## src/rtl/latch_timer_defines.vh

```
// Purpose: constants for the latch and delay timer set
// Assumes: 10 MHz clock, millisecond tick derived from it
// Notes: included by both design files
`ifndef LATCH_TIMER_DEFINES_VH
`define LATCH_TIMER_DEFINES_VH

// ****************************************
// widths and timing
// ****************************************
`define TIME_W 32
`define CLK_HZ 10000000
`define TICK_PERIOD_MS 1
// cycles per millisecond tick, derived from clock rate
`define TICK_CYCLES ((`CLK_HZ / 1000) * `TICK_PERIOD_MS)
`define TICK_CNT_W 14
`define TICK_CNT_ZERO 14'h0000
// last prescaler count before the tick, TICK_CYCLES - 1 at 10 MHz
`define TICK_LAST 14'h270f

// ****************************************
// timer modes
// ****************************************
`define MODE_OFF_DELAY 2'h0
`define MODE_ON_DELAY 2'h1
`define MODE_PULSE 2'h2

`define TIME_ZERO 32'h0000_0000
`define TIME_ONE 32'h0000_0001

`endif

```

## src/rtl/ms_timer_core.v

```verilog
// Purpose: one millisecond timer, off-delay, on-delay or pulse
// Assumes: tick_i is a one-cycle pulse once per millisecond
// Notes: outputs registered; enable low clears all state
`timescale 1ns/1ps
`include "latch_timer_defines.vh"

module ms_timer_core #(
   parameter [1:0] MODE = `MODE_ON_DELAY
) (
   // clock and reset
   input wire mclk_i,
   input wire rstn_i,
   // control
   input wire enable_i,
   input wire tick_i,
   input wire trigger_i,
   input wire [`TIME_W-1:0] preset_ms_i,
   // results
   output reg q_o,
   output reg [`TIME_W-1:0] elapsed_ms_o
);

   reg trig_d_reg;
   reg running_reg;
   reg running_next;
   reg q_next;
   reg [`TIME_W-1:0] elapsed_next;
   wire rise = trigger_i & ~trig_d_reg;
   wire fall = ~trigger_i & trig_d_reg;
   // preset read live each cycle, so a changed preset takes effect at once
   wire done = (elapsed_ms_o >= preset_ms_i);

   // a zero preset asks for no interval at all
   function preset_nonzero;
      input [`TIME_W-1:0] preset;
      begin
         preset_nonzero = (preset != `TIME_ZERO);
      end
   endfunction

   // one more whole millisecond; wraps only after about 49 days of counting
   function [`TIME_W-1:0] ms_step;
      input [`TIME_W-1:0] ms;
      begin
         ms_step = ms + `TIME_ONE;
      end
   endfunction

   // ****************************************
   // next-state per mode
   // ****************************************
   always @* begin
      running_next = running_reg;
      q_next = q_o;
      elapsed_next = elapsed_ms_o;
      case (MODE)
         `MODE_OFF_DELAY: begin
            if (trigger_i) begin
               running_next = 1'b0;
               q_next = 1'b1;
               elapsed_next = `TIME_ZERO;
            end else if (fall) begin
               running_next = preset_nonzero(preset_ms_i);
               q_next = preset_nonzero(preset_ms_i);
               elapsed_next = `TIME_ZERO;
            end else if (running_reg) begin
               if (done) begin
                  running_next = 1'b0;
                  q_next = 1'b0;
                  elapsed_next = `TIME_ZERO;
               end else if (tick_i) begin
                  elapsed_next = ms_step(elapsed_ms_o);
               end
            end
         end
         `MODE_ON_DELAY: begin
            if (!trigger_i) begin
               running_next = 1'b0;
               q_next = 1'b0;
               elapsed_next = `TIME_ZERO;
            end else if (rise) begin
               running_next = 1'b1;
               elapsed_next = `TIME_ZERO;
            end else if (running_reg) begin
               if (done) begin
                  q_next = 1'b1;
                  elapsed_next = preset_ms_i;
               end else if (tick_i) begin
                  elapsed_next = ms_step(elapsed_ms_o);
               end
            end
         end
         default: begin
            // pulse: trigger looked at only while idle
            if (running_reg) begin
               if (done) begin
                  running_next = 1'b0;
                  q_next = 1'b0;
                  elapsed_next = `TIME_ZERO;
               end else if (tick_i) begin
                  elapsed_next = ms_step(elapsed_ms_o);
               end
            end else if (rise && preset_nonzero(preset_ms_i)) begin
               running_next = 1'b1;
               q_next = 1'b1;
               elapsed_next = `TIME_ZERO;
            end
         end
      endcase
   end

   // ****************************************
   // state registers, cleared while disabled
   // ****************************************
   always @(posedge mclk_i or negedge rstn_i) begin
      if (!rstn_i) begin
         trig_d_reg <= 1'b0;
         running_reg <= 1'b0;
         q_o <= 1'b0;
         elapsed_ms_o <= `TIME_ZERO;
      end else if (!enable_i) begin
         // holding trig_d low lets a high trigger count as rising on enable
         trig_d_reg <= 1'b0;
         running_reg <= 1'b0;
         q_o <= 1'b0;
         elapsed_ms_o <= `TIME_ZERO;
      end else begin
         trig_d_reg <= trigger_i;
         running_reg <= running_next;
         q_o <= q_next;
         elapsed_ms_o <= elapsed_next;
      end
   end

endmodule

```

## src/rtl/latch_and_delay_timer_set.v

```verilog
// Purpose: latches and millisecond timers, enabled and reduced forms
// Assumes: inputs synchronous to mclk_i; presets are live inputs
// Notes: one shared millisecond tick; elapsed counts in whole ms
`timescale 1ns/1ps
`include "latch_timer_defines.vh"

module latch_and_delay_timer_set (
   // clock and reset
   input wire mclk_i,
   input wire rstn_i,
   // enabled reset-dominant latch
   input wire rdl_enable_i,
   input wire rdl_wipe_i,
   input wire rdl_latch_on_i,
   output reg rdl_enable_out_o,
   output reg rdl_q_o,
   // reduced reset-dominant latch
   input wire rrd_wipe_i,
   input wire rrd_latch_on_i,
   output reg rrd_q_o,
   // enabled set-dominant latch
   input wire sdl_enable_i,
   input wire sdl_wipe_i,
   input wire sdl_latch_on_i,
   output reg sdl_enable_out_o,
   output reg sdl_q_o,
   // reduced set-dominant latch
   input wire rsd_wipe_i,
   input wire rsd_latch_on_i,
   output reg rsd_q_o,
   // enabled off-delay timer
   input wire ofd_enable_i,
   input wire ofd_trigger_i,
   input wire [`TIME_W-1:0] ofd_preset_ms_i,
   output reg ofd_enable_out_o,
   output wire ofd_q_o,
   output wire [`TIME_W-1:0] ofd_elapsed_ms_o,
   // reduced off-delay timer
   input wire rof_trigger_i,
   input wire [`TIME_W-1:0] rof_preset_ms_i,
   output wire rof_q_o,
   output wire [`TIME_W-1:0] rof_elapsed_ms_o,
   // enabled on-delay timer
   input wire ond_enable_i,
   input wire ond_trigger_i,
   input wire [`TIME_W-1:0] ond_preset_ms_i,
   output reg ond_enable_out_o,
   output wire ond_q_o,
   output wire [`TIME_W-1:0] ond_elapsed_ms_o,
   // reduced on-delay timer
   input wire ron_trigger_i,
   input wire [`TIME_W-1:0] ron_preset_ms_i,
   output wire ron_q_o,
   output wire [`TIME_W-1:0] ron_elapsed_ms_o,
   // enabled pulse timer
   input wire pls_enable_i,
   input wire pls_trigger_i,
   input wire [`TIME_W-1:0] pls_preset_ms_i,
   output reg pls_enable_out_o,
   output wire pls_q_o,
   output wire [`TIME_W-1:0] pls_elapsed_ms_o,
   // reduced pulse timer
   input wire rpl_trigger_i,
   input wire [`TIME_W-1:0] rpl_preset_ms_i,
   output wire rpl_q_o,
   output wire [`TIME_W-1:0] rpl_elapsed_ms_o
);

   // ****************************************
   // overview
   // ****************************************
   // every block samples its inputs on each rising clock edge and
   // answers one cycle later through a register, so the outputs
   // never glitch while the control logic around them settles.
   // the latches keep their state in their own output flop; each
   // timer owns a counter in ms_timer_core and all of them share
   // one millisecond strobe.
   // timing is in whole shared ticks: an interval may run short by
   // up to one tick less one cycle, never long by more than a few
   // cycles; a finer tick would cut that error at the cost of wider
   // counters.
   // disabling a block clears its state; on re-enable a trigger that
   // is already high counts as a fresh rising edge.
   // reduced blocks are the same logic with the enable tied high.

   // ****************************************
   // latch functions
   // ****************************************
   // reset wins when both inputs are true
   function reset_dominant_latch;
      input q;
      input wipe;
      input latch_on;
      begin
         reset_dominant_latch = ~wipe & (latch_on | q);
      end
   endfunction

   // set wins when both inputs are true
   function set_dominant_latch;
      input q;
      input wipe;
      input latch_on;
      begin
         set_dominant_latch = latch_on | (~wipe & q);
      end
   endfunction

   // ****************************************
   // millisecond tick
   // ****************************************
   reg [`TICK_CNT_W-1:0] tick_cnt_reg;
   reg tick_reg;
   // single shared prescaler: all timers step on the same ms boundary,
   // so the first ms of an interval may be short by up to one tick
   always @(posedge mclk_i or negedge rstn_i) begin
      if (!rstn_i) begin
         tick_cnt_reg <= `TICK_CNT_ZERO;
         tick_reg <= 1'b0;
      end else if (tick_cnt_reg == `TICK_LAST) begin
         tick_cnt_reg <= `TICK_CNT_ZERO;
         tick_reg <= 1'b1;
      end else begin
         tick_cnt_reg <= tick_cnt_reg + {{(`TICK_CNT_W-1){1'b0}}, 1'b1};
         tick_reg <= 1'b0;
      end
   end

   // ****************************************
   // latches
   // ****************************************
   // enabled reset-dominant latch; enable low drops q at the next edge
   always @(posedge mclk_i or negedge rstn_i) begin
      if (!rstn_i) begin
         rdl_q_o <= 1'b0;
      end else begin
         rdl_q_o <= rdl_enable_i &
            reset_dominant_latch(rdl_q_o, rdl_wipe_i, rdl_latch_on_i);
      end
   end

   // reduced reset-dominant latch, the same logic always enabled
   always @(posedge mclk_i or negedge rstn_i) begin
      if (!rstn_i) begin
         rrd_q_o <= 1'b0;
      end else begin
         rrd_q_o <= reset_dominant_latch(rrd_q_o, rrd_wipe_i,
            rrd_latch_on_i);
      end
   end

   // enabled set-dominant latch; enable wins over a held set
   always @(posedge mclk_i or negedge rstn_i) begin
      if (!rstn_i) begin
         sdl_q_o <= 1'b0;
      end else begin
         sdl_q_o <= sdl_enable_i &
            set_dominant_latch(sdl_q_o, sdl_wipe_i, sdl_latch_on_i);
      end
   end

   // reduced set-dominant latch, the same logic always enabled
   always @(posedge mclk_i or negedge rstn_i) begin
      if (!rstn_i) begin
         rsd_q_o <= 1'b0;
      end else begin
         rsd_q_o <= set_dominant_latch(rsd_q_o, rsd_wipe_i,
            rsd_latch_on_i);
      end
   end

   // ****************************************
   // enable followers
   // ****************************************
   // registered copies: one cycle of lag, but no path straight through
   always @(posedge mclk_i or negedge rstn_i) begin
      if (!rstn_i) begin
         rdl_enable_out_o <= 1'b0;
         sdl_enable_out_o <= 1'b0;
         ofd_enable_out_o <= 1'b0;
         ond_enable_out_o <= 1'b0;
         pls_enable_out_o <= 1'b0;
      end else begin
         rdl_enable_out_o <= rdl_enable_i;
         sdl_enable_out_o <= sdl_enable_i;
         ofd_enable_out_o <= ofd_enable_i;
         ond_enable_out_o <= ond_enable_i;
         pls_enable_out_o <= pls_enable_i;
      end
   end

   // ****************************************
   // timers; reduced forms tied permanently enabled
   // ****************************************
   // enabled off-delay timer
   ms_timer_core #(
      .MODE(`MODE_OFF_DELAY)
   ) u_off_delay_timer (
      // clock and reset
      .mclk_i(mclk_i),
      .rstn_i(rstn_i),
      // control
      .enable_i(ofd_enable_i),
      .tick_i(tick_reg),
      .trigger_i(ofd_trigger_i),
      .preset_ms_i(ofd_preset_ms_i),
      // results
      .q_o(ofd_q_o),
      .elapsed_ms_o(ofd_elapsed_ms_o)
   );

   // reduced off-delay timer
   ms_timer_core #(
      .MODE(`MODE_OFF_DELAY)
   ) u_reduced_off_delay (
      // clock and reset
      .mclk_i(mclk_i),
      .rstn_i(rstn_i),
      // control
      .enable_i(1'b1),
      .tick_i(tick_reg),
      .trigger_i(rof_trigger_i),
      .preset_ms_i(rof_preset_ms_i),
      // results
      .q_o(rof_q_o),
      .elapsed_ms_o(rof_elapsed_ms_o)
   );

   // enabled on-delay timer
   ms_timer_core #(
      .MODE(`MODE_ON_DELAY)
   ) u_on_delay_timer (
      // clock and reset
      .mclk_i(mclk_i),
      .rstn_i(rstn_i),
      // control
      .enable_i(ond_enable_i),
      .tick_i(tick_reg),
      .trigger_i(ond_trigger_i),
      .preset_ms_i(ond_preset_ms_i),
      // results
      .q_o(ond_q_o),
      .elapsed_ms_o(ond_elapsed_ms_o)
   );

   // reduced on-delay timer
   ms_timer_core #(
      .MODE(`MODE_ON_DELAY)
   ) u_reduced_on_delay (
      // clock and reset
      .mclk_i(mclk_i),
      .rstn_i(rstn_i),
      // control
      .enable_i(1'b1),
      .tick_i(tick_reg),
      .trigger_i(ron_trigger_i),
      .preset_ms_i(ron_preset_ms_i),
      // results
      .q_o(ron_q_o),
      .elapsed_ms_o(ron_elapsed_ms_o)
   );

   // enabled pulse timer
   ms_timer_core #(
      .MODE(`MODE_PULSE)
   ) u_pulse_timer (
      // clock and reset
      .mclk_i(mclk_i),
      .rstn_i(rstn_i),
      // control
      .enable_i(pls_enable_i),
      .tick_i(tick_reg),
      .trigger_i(pls_trigger_i),
      .preset_ms_i(pls_preset_ms_i),
      // results
      .q_o(pls_q_o),
      .elapsed_ms_o(pls_elapsed_ms_o)
   );

   // reduced pulse timer
   ms_timer_core #(
      .MODE(`MODE_PULSE)
   ) u_reduced_pulse (
      // clock and reset
      .mclk_i(mclk_i),
      .rstn_i(rstn_i),
      // control
      .enable_i(1'b1),
      .tick_i(tick_reg),
      .trigger_i(rpl_trigger_i),
      .preset_ms_i(rpl_preset_ms_i),
      // results
      .q_o(rpl_q_o),
      .elapsed_ms_o(rpl_elapsed_ms_o)
   );

endmodule

```

## config.mk

```make
export PLATFORM = sky130hd
export DESIGN_NAME = latch_and_delay_timer_set
export DESIGN_NICKNAME = d
export VERILOG_FILES = /design/src/rtl/ms_timer_core.v /design/src/rtl/latch_and_delay_timer_set.v
export VERILOG_INCLUDE_DIRS = /design/src /design/src/rtl
export SDC_FILE = /design/constraint.sdc
export NUM_CORES = 1
export LEC_CHECK = 0
export BUFFER_PORTS_ARGS = -buffer_cell sky130_fd_sc_hd__buf_2
export CAP_MARGIN = 20
export CORE_MARGIN = 10
export CORE_UTILIZATION = 60
export CTS_CLUSTER_SIZE = 14
export DETAILED_ROUTE_END_ITERATION = 7
export PLACE_DENSITY = 0.88
export SLEW_MARGIN = 20
export SYNTH_ARGS = -nofsm -noshare
export SYNTH_HDL_FRONTEND = slang
export SYNTH_SLANG_ARGS = --single-unit
```

## constraint.sdc

```tcl
create_clock -name mclk_i -period 4.9 [get_ports mclk_i]
set_input_delay 0 -clock mclk_i [delete_from_list [all_inputs] [get_ports mclk_i]]
set_output_delay 0 -clock mclk_i [all_outputs]
set_load 0.02 [all_outputs]
```

After elaboration in Yosys (flattened, before gate mapping)
Cells that the tools add are included.
Storage, ports and cells
  input port bits: 213
  logic and storage cells: 199
  output and inout port bits: 207
  bits in registers: 234
Operators by class
  reductions and logical operators: 22
  magnitude comparators: 6
  bitwise gates (word level): 26
  muxes and demuxes: 82
  equality and inequality tests: 21
  add/subtract/negate cells: 7
Operators with widths (count)
  $mux 32: 31
  $add 32x1->32 const B: 6
  $ge 32x32->1: 6
  $reduce_bool 32->1: 4
  $mux 1: 50
  $reduce_and 2->1: 10
  $add 14x1->14 const B: 1
  $eq 14x14->1 const B: 1
  $mux 14: 1
  $and 1x1->1: 12
  $ne 4x1->1 const B: 3
  $not 1->1: 10
  $ne 3x2->1 const B: 3
  $ne 3x3->1 const B: 3
  $ne 2x1->1 const B: 3
  $ne 3x1->1 const B: 2
  $reduce_and 3->1: 2
  $reduce_bool 3->1: 2
  $ne 5x1->1 const B: 1
  $ne 5x2->1 const B: 1
  $ne 2x2->1 const B: 2
  $ne 4x2->1 const B: 1
  $ne 4x4->1 const B: 1
  $or 1x1->1: 4
  other kinds (3): 4

Longest topological paths before layout
Gate-level depths: netlist of run 1.
  depth after elaboration: 7
  mapped depth: 12

By module
A second synthesis of run 1 with hierarchy kept.
Unflattened totals
  cells, all modules: 2259
  area, all modules: 18647.9 um2
Modules (own cells, without submodules)
  ms_timer_core at u_on_delay_timer ...: area each 3206.8 um2, sequential area each 875.8 um2, times used 2, cells an instance 409
  ms_timer_core at u_pulse_timer ...: area each 2949.1 um2, sequential area each 875.8 um2, times used 2, cells an instance 354
  ms_timer_core at u_off_delay_timer ...: area each 2685.1 um2, sequential area each 875.8 um2, times used 2, cells an instance 326
  latch_and_delay_timer_set: area each 965.9 um2, sequential area each 600.6 um2, times used 1, cells an instance 81

Worst setup path after synthesis of run 1
OpenSTA, ideal clock, no wires.
  path type: reg-to-reg
  start: register u_reduced_on_delay.elapsed_ms_o[25]
  end: register u_reduced_on_delay.elapsed_ms_o[2]
  buffers on the path: 2
  stages on the path, launching flop included: 11
  path slack: 2.099 ns
  arrival time: 2.675 ns
  cells stage by stage: dfrtp_1 ha_1 a21o_1 a21o_1 a211o_1 a221oi_2 a21boi_1 a31oi_1 buf_4 buf_6 a311o_1
On the way
  cells in the longest elaborated chain, start to end: 5
  elaborated cells on any way between the ends: 7
  classes of those cells: 1 x order compare; 1 x eq/ne; 4 x mux; 1 x reduce/logical
Ends and longest elaborated chain
  start: declaration: line ms_timer_core.v:20  | output reg [`TIME_W-1:0] elapsed_ms_o
  start signal: assignment: line ms_timer_core.v:120  | elapsed_ms_o <= `TIME_ZERO;
  start signal: assignment: line ms_timer_core.v:126  | elapsed_ms_o <= `TIME_ZERO;
  start signal: assignment: line ms_timer_core.v:131  | elapsed_ms_o <= elapsed_next;
  $ge 32x32->1 (*): line ms_timer_core.v:31  | wire done = (elapsed_ms_o >= preset_ms_i);
  $mux 32: line ms_timer_core.v:85  | if (done) begin
  $mux 32: line ms_timer_core.v:84  | end else if (running_reg) begin
  $mux 32: line ms_timer_core.v:81  | end else if (rise) begin
  $mux 32: line ms_timer_core.v:77  | if (!trigger_i) begin
Mark *: on every way between the ends. The rest lies on a longest branch, timed or not. The select of a mux whose other input is x is not followed.
A chain may end at the register's enable or synchronous reset.

Worst setup path after layout of run 1
  start: register u_reduced_on_delay.elapsed_ms_o[7]
  end: register u_reduced_on_delay.elapsed_ms_o[12]
On the way
  cells in the longest elaborated chain, start to end: 6
  elaborated cells on any way between the ends: 9
  classes of those cells: 1 x add/sub; 1 x order compare; 1 x eq/ne; 5 x mux; 1 x reduce/logical
Ends and longest elaborated chain
  $add 32x1->32 (no source line)
  $mux 32: line ms_timer_core.v:88  | end else if (tick_i) begin
  $mux 32: line ms_timer_core.v:85
  $mux 32: line ms_timer_core.v:84
  $mux 32: line ms_timer_core.v:81
  $mux 32: line ms_timer_core.v:77
Several ways; a longest one is shown, not always the timed one. The select of a mux whose other input is x is not followed.

==> qor.json, run 1 <==
{
  "final.fill_count": 1988,
  "run_status": "finished, final reports clean",
  "switching_power_as_a_share_of_total_power_pct": 26.2,
  "num_vias": 19817,
  "die_area_mm2": 0.0369,
  "area_growth_pct": 24.6,
  "use_met1_pct": 39.6,
  "synth_flop_cell": "sky130_fd_sc_hd__dfrtp_1",
  "ys_seq_area_share_pct": 33.0,
  "placed_cell_area_mm2": 0.0202,
  "synth-warning-count": 0,
  "syn_nets": 2556,
  "tns_ps": 0,
  "required_ps": 5320,
  "cts_tree": "done",
  "final_setup_violation_count": 0,
  "synth-edff-count": 0,
  "global_route.usage.met2_pct": 54.1,
  "io-pin-count": 420,
  "power_per_cell_area_mw_per_mm2": 212,
  "clock-sinks": 234,
  "critPathLaunchType": "register",
  "netlist.area_leader.share_pct": 33.0,
  "ir_drop_v": 0.000250,
  "ctsResizeCount": 0,
  "timing.final.crit_period_ps": 3620,
  "final_nets": 3032,
  "global_route.usage.total_pct": 33.3,
  "relSlewSlack_pct": 24.4,
  "clock_power_share_pct": 46.0,
  "synthDominantAreaCellType": "sky130_fd_sc_hd__dfrtp_1",
  "rsz_0062_raised_after_global_routing": "false",
  "clock_insertion_delay_worst_skew_ps": 540,
  "power.share.combinational_pct": 12.1,
  "max_cap_violations": 0,
  "grt_overflow": 0,
  "ys_async_sr_fraction_pct": 100,
  "fin_skew_ps": 12.3,
  "ant_nets": 0,
  "worstSetupPathType": "register to register",
  "antenna_found_initial": 14,
  "finalWirelength_mm": 63.8,
  "ctsHoldBuffers": 92,
  "grt_use_met3_pct": 8.12,
  "dp.final_hpwl_mm": 45.1,
  "worstSetupEndpointType": "register",
  "wire_per_inst_um": 20.9,
  "count_of_state_elements_after_synthesis": 234,
  "grt_most_used_layer": "met2",
  "initialDrtViolationCount": 2158,
  "final_cell_area_mm2": 0.0221,
  "number_of_rows_in_the_core_area": 62,
  "syn_inst": 2144,
  "netSwitchingPower_w": 0.00123,
  "holdCritPathClass": "input pin to asynchronous set/reset pin",
  "die_w_um": 192,
  "pwr-share-seq_pct": 41.9,
  "global_route_wire_length_before_repair_mm": 101,
  "worstRegToRegCells": 10,
  "largest_net_degree_at_the_start_of_global_routing": 126,
  "clockRootBuffer": "sky130_fd_sc_hd__clkbuf_16",
  "numCtsBuffers": 26,
  "report.final.slew_viol_count": 0,
  "placeableCoreArea_mm2": 0.0289,
  "yosys-top-cells-count": "sky130_fd_sc_hd__dfrtp_1 (234), sky130_fd_sc_hd__inv_1 (224), sky130_fd_sc_hd__ha_1 (199), sky130_fd_sc_hd__nand2_1 (181), sky130_fd_sc_hd__nor2_1 (134)",
  "critical_path.max_fanout": 43,
  "measured_slew_at_the_worst_slew_check_pin_ps": 1130,
  "ratio_of_cells_with_drive_above_1_in_the_final_layout_pct": 19.5,
  "hold_viol": 0,
  "synth_area_leaders": "sky130_fd_sc_hd__dfrtp_1 (33%), sky130_fd_sc_hd__ha_1 (14%), sky130_fd_sc_hd__inv_1 (4.7%)",
  "finalWeightedCongestion": 0.971,
  "synthesis.area_per_instance_um2": 8.28,
  "detail_route.first_pass.iterations": 7,
  "leakagePower_nw": 11.5,
  "vias_per_cell": 6.50,
  "yosys.cell_types.count": 73,
  "timing.fmax_mhz": 276,
  "clk_transition_reported_paths_ps": 70,
  "initial_utilization_pct": 61.3,
  "yosys.cell_count.top_type": "sky130_fd_sc_hd__dfrtp_1",
  "grt_pass1_vias": 19336,
  "tcrit_tclk_final_pct": 73.9,
  "htree_levels": 1,
  "cts.repair_timing.setup_buffer_count": 0,
  "drc_markers": 0,
  "port_buffers": 419,
  "worst_ep_arrival_time_ps": 4040,
  "die_y_um": 192,
  "syn_area_mm2": 0.0177,
  "cts_buffer_depth": 3,
  "cellInternalPower_w": 0.00346
}
==> stage by stage <==
step | power (W) | util, % | hold WS (ps) | worst slack, ps | cells
global route | 0.00484 | 76.3 | 80.4 | 1110 | 3038
CTS | 0.00468 | 76.2 | 11.1 | 1400 | 3024
floorplan | 0.00225 | - | -296 | 2100 | 2144
detailed placement | 0.00249 | 69.8 | 115 | 1430 | 2884
global placement | 0.00247 | 69.8 | 116 | 1440 | 2884
finish | 0.00469 | 76.4 | 58.8 | 1280 | 3047
==> critical path: stages, from the launching register on <==
cell and delay (ps):
sky130_fd_sc_hd__dfrtp_1 450, sky130_fd_sc_hd__ha_1 340, sky130_fd_sc_hd__nand2_1 80, sky130_fd_sc_hd__nor3_1 250, sky130_fd_sc_hd__a21oi_1 140, sky130_fd_sc_hd__nor2_1 150
sky130_fd_sc_hd__o21ai_0 240, sky130_fd_sc_hd__a31oi_4 800, sky130_fd_sc_hd__buf_4 520, sky130_fd_sc_hd__o31ai_1 170, sky130_fd_sc_hd__a211o_1 350
==> final timing paths <==
kind / from / slack [ps] / to
worst max-delay path: u_reduced_on_delay.elapsed_ms_o[7]$_DFFE_PN0P_ / 1280 / u_reduced_on_delay.elapsed_ms_o[12]$_DFFE_PN0P_
worst min-delay path: rstn_i / 60 / u_reduced_pulse.elapsed_ms_o[31]$_DFFE_PN0P_
worst max register to register: u_reduced_on_delay.elapsed_ms_o[7]$_DFFE_PN0P_ / 1280 / u_reduced_on_delay.elapsed_ms_o[12]$_DFFE_PN0P_
worst min register to register: tick_cnt_reg[0]$_DFF_PN0_ / 490 / tick_cnt_reg[0]$_DFF_PN0_
max in group asynchronous: rstn_i / 3600 / tick_reg$_DFF_PN0_
min in group mclk_i: rof_preset_ms_i[16] / 70 / u_reduced_off_delay.running_reg$_DFF_PN0_
==> power by group through the flow <==
| stage | Clock, W | Combinational, W | Sequential (W) |
|---|---|---|---|
| 4_1_cts | 0.00217 | 0.000552 | 0.00196 |
| 5_1_grt | 0.00225 | 0.000626 | 0.00196 |
| 3_3_place_gp | 0 | 0.000471 | 0.00200 |
| 2_1_floorplan | 0 | 0.000248 | 0.00200 |
| 6_report | 0.00216 | 0.000565 | 0.00196 |
| 3_5_place_dp | 0 | 0.000492 | 0.00200 |
==> cells in the final DEF, fill, tap and decap left out, types with 51 or more instances in the layout <==
master,netlist,final
sky130_fd_sc_hd__ha_1,199,199
sky130_fd_sc_hd__nor2_1,134,134
sky130_fd_sc_hd__nand4_1,78,78
sky130_fd_sc_hd__a21oi_1,128,128
sky130_fd_sc_hd__and3_1,60,60
sky130_fd_sc_hd__nand2_1,181,181
sky130_fd_sc_hd__dfrtp_1,234,233
sky130_fd_sc_hd__dlygate4sd3_1,0,92
sky130_fd_sc_hd__inv_1,224,224
sky130_fd_sc_hd__o21ai_0,130,130
sky130_fd_sc_hd__nor4_1,76,76
sky130_fd_sc_hd__nor3_1,52,51
sky130_fd_sc_hd__buf_2,9,418
sky130_fd_sc_hd__o31ai_1,65,65
sky130_fd_sc_hd__nand3_1,94,94
==> cell families after synthesis <==
group / Yosys count / synth area share (%)
AO/OA/AOI/OAI: 535 / 19.5
XOR/XNOR: 49 / 2.42
adder cells (fa/ha/maj): 199 / 14.0
buffers and inverters: 305 / 6.62
flip-flops: 234 / 33.0
multiplexers: 11 / 0.628
AND/OR/NAND/NOR: 811 / 23.8
==> final cells by class <==
type                       instances  area, um^2  area share [%]
multi-input combinational       1605       10800            48.6
clock buffer                      32         744            3.37
clock inverter                    16         198           0.894
timing repair buffer             529        3180            14.4
sequential                       234        5860            26.5
inverter                         224         841            3.80
antenna                           23        57.6           0.260
tap                              384         480            2.17
==> per-layer routing <==
layer	part of all wire (%)	vias up
met5	0	-
met4	6.5	0
met3	10	308
met2	47	1307
met1	37	9330
li1	-	8872
Power figures use the tool's default switching activity.
==> inputs of run 2 (changes only) <==
--- a/config.mk
+++ b/config.mk
@@ -9,10 +9,10 @@
 export BUFFER_PORTS_ARGS = -buffer_cell sky130_fd_sc_hd__buf_2
 export CAP_MARGIN = 20
 export CORE_MARGIN = 10
-export CORE_UTILIZATION = 60
+export CORE_UTILIZATION = 50
 export CTS_CLUSTER_SIZE = 14
 export DETAILED_ROUTE_END_ITERATION = 7
-export PLACE_DENSITY = 0.88
+export PLACE_DENSITY = 0.78
 export SLEW_MARGIN = 20
 export SYNTH_ARGS = -nofsm -noshare
 export SYNTH_HDL_FRONTEND = slang
==> constraint.sdc (replaced) <==
create_clock -name mclk_i -period 3 [get_ports mclk_i]
set_input_delay 0 -clock mclk_i [delete_from_list [all_inputs] [get_ports mclk_i]]
set_output_delay 0 -clock mclk_i [all_outputs]
set_load 0.02 [all_outputs]
==> run 2 against run 1 <==
Net effect: cell area increased by 4.7%; maximum frequency increased by 21%; largest power group unchanged; first-iteration DRC count decreased by 24%; global-route usage decreased by 4.9 points; non-clock buffer count increased by 125; clock skew increased by 5.6 ps; sequential power increased by 63%; die area increased by 18%; hold slack improved by 2.8 ps; worst setup slack got worse by 1300 ps; clock power increased by 53%; cell count increased by 6.2%.
==> qor.json, run 2 (synthesis gave the netlist of run 1 again) <==
{
  "antenna_found_initial": 16,
  "place_worst_setup_slack_ps": 104,
  "grt_overflow": 0,
  "measured_slew_at_the_worst_slew_check_pin_ps": 779,
  "met1Wirelength_mm": 25.5,
  "dr_wl_met2_mm": 30.0,
  "buffers_and_inverters_on_the_worst_path": 1,
  "fin_skew_ps": 17.9,
  "most_common_library_cell_in_the_layout_ignoring_fill_and_taps": "sky130_fd_sc_hd__buf_2",
  "ir_drop_v": 0.000436,
  "required_ps": 3480,
  "die_w_um": 208,
  "worst_ep_arrival_time_ps": 3470,
  "run_status": "finished, final reports clean",
  "power_per_cell_area_mw_per_mm2": 323,
  "clk_transition_reported_paths_ps": 60,
  "largest_net_degree_at_the_start_of_global_routing": 74,
  "clockRootBuffer": "sky130_fd_sc_hd__clkbuf_16",
  "port_buffers": 419,
  "wire_per_inst_um": 20.1,
  "grt_pass1_vias": 19535,
  "die_area_mm2": 0.0434,
  "critical_path.max_stage_delay_ps": 520,
  "final_setup_violation_count": 0,
  "finalWirelength_mm": 65.2,
  "dp.final_hpwl_mm": 48.4,
  "critPathLaunchType": "register",
  "number_of_rows_in_the_core_area": 68,
  "clock_insertion_delay_worst_skew_ps": 550,
  "initial_utilization_pct": 51.0,
  "placeableCoreArea_mm2": 0.0348,
  "critical_path.max_fanout": 20,
  "top_signal_layer_used": "met5",
  "most-common-layout-cells": "sky130_fd_sc_hd__buf_2 (418), sky130_fd_sc_hd__dfrtp_1 (233), sky130_fd_sc_hd__inv_1 (224)",
  "ratio_of_cells_with_drive_above_1_in_the_final_layout_pct": 23.1,
  "numCtsBuffers": 27,
  "global_route.usage.total_pct": 28.4,
  "global_route_wire_length_before_repair_mm": 103,
  "final_cell_area_mm2": 0.0232,
  "worstSetupPathType": "register to register",
  "cts_tree": "done",
  "io-pin-count": 420,
  "drc_markers": 0,
  "clock-sinks": 234,
  "report.final.slew_viol_count": 0,
  "initialDrtViolationCount": 1637,
  "detail_route.first_pass.iterations": 5,
  "ant_nets": 0,
  "cts_buffer_depth": 3,
  "finalNonFillerCells": 3235,
  "worst_slack_ps": 8.57,
  "worstPathCellList": "ha_1 -> nand4_1 -> nor3_1 -> a2bb2oi_2 -> nor4b_4 -> or2_2 -> buf_4 -> or4_1 -> a21oi_1",
  "area_growth_pct": 30.5,
  "timing.fmax_mhz": 334,
  "num_vias": 19655,
  "max_cap_violations": 0,
  "die_y_um": 208,
  "relSlewSlack_pct": 47.6,
  "final_nets": 3158,
  "post-place-cells": 3075,
  "leakagePower_nw": 12.2,
  "placed_cell_area_mm2": 0.0212,
  "timing.final.crit_period_ps": 2990,
  "critical-path-top-delay-family": "simple AND/OR/NAND/NOR gates",
  "tcrit_tclk_final_pct": 99.7,
  "vias_per_cell": 6.08,
  "holdCritPathClass": "input pin to register",
  "route.met3.wl_mm": 5.97,
  "hold_viol": 0,
  "finalWeightedCongestion": 0.975,
  "worstSetupEndpointType": "register",
  "timing.critical_path.slowest_stage_cell": "sky130_fd_sc_hd__or4_1",
  "htree_levels": 1
}
run 2: cell count changes in the layout (fill, tap and decap cells not counted), moves of 3 or more:
cell / previous run / this run
sky130_fd_sc_hd__buf_4: 17 / 134
sky130_fd_sc_hd__diode_2: 23 / 15
sky130_fd_sc_hd__clkbuf_1: 0 / 6
sky130_fd_sc_hd__buf_12: 1 / 6
sky130_fd_sc_hd__bufinv_16: 4 / 1
sky130_fd_sc_hd__clkbuf_8: 5 / 8
sky130_fd_sc_hd__clkinvlp_4: 4 / 1
run 2: tightest hold or removal path: stages:
cell                       delay [ps]
sky130_fd_sc_hd__buf_2             90
sky130_fd_sc_hd__nor4_1            40
sky130_fd_sc_hd__nand4_1          110
sky130_fd_sc_hd__o211ai_1         220
sky130_fd_sc_hd__nand2_1          120
run 2: layout make-up:
type / instances / area, um^2
Sequential cell: 234 / 5860
Inverter: 224 / 841
Fill cell: 2777 / 11600
Clock buffer: 41 / 808
Antenna cell: 15 / 37.5
Multi-Input combinational cell: 1605 / 10800
Clock inverter: 7 / 66.3
Tap cell: 455 / 569
Timing Repair Buffer: 654 / 4190
run 2: report_power, final:
group / switching [W] / internal [W] / leakage (nW)
registers: 0.0000235 / 0.00318 / 3.20
logic: 0.000574 / 0.000396 / 8.55
clock network: 0.00137 / 0.00193 / 0.432
run 2: through the flow:
step                      TNS [ps]  hold slack, ps  power [W]  utilization [%]
after floorplan                  0            -296    0.00367                -
after global placement           0            1.21    0.00408             61.0
after detailed placement         0            6.84    0.00411             61.0
after CTS                        0            5.46    0.00750             66.3
after global routing          -342            46.8    0.00774             66.5
final                            0            61.6    0.00747             66.5
run 2: worst paths after layout:
kind | startpoint | to | slack (ps) | cells after the start
min in group asynchronous | rstn_i | u_reduced_pulse.elapsed_ms_o[1]$_DFFE_PN0P_ | 520 | 3
max reg2reg | u_reduced_pulse.elapsed_ms_o[15]$_DFFE_PN0P_ | u_reduced_pulse.elapsed_ms_o[26]$_DFFE_PN0P_ | 9 | 9
min | rpl_preset_ms_i[24] | u_reduced_pulse.running_reg$_DFF_PN0_ | 60 | 5
max | u_reduced_pulse.elapsed_ms_o[15]$_DFFE_PN0P_ | u_reduced_pulse.elapsed_ms_o[26]$_DFFE_PN0P_ | 9 | 9
min reg2reg | u_on_delay_timer.trig_d_reg$_DFF_PN0_ | u_on_delay_timer.running_reg$_DFFE_PN0P_ | 480 | 1
max in group asynchronous | rstn_i | u_reduced_pulse.elapsed_ms_o[26]$_DFFE_PN0P_ | 1480 | 4
run 2: what timing repair did:
item / in CTS / in global routing
setup endpoints to repair: 0 / 69
resized for setup: 0 / 10
buffers inserted: 0 / 3
hold buffers: 94 / 0
endpoints found under the hold margin: 307 / 0
run 2: per-layer routing:
layer  vias to the layer above  global-route usage, %
li1                       9117                      -
met5                         -                      0
met2                      1037                   45.6
met4                         2                   15.5
met1                      9261                   34.5
met3                       238                   6.66
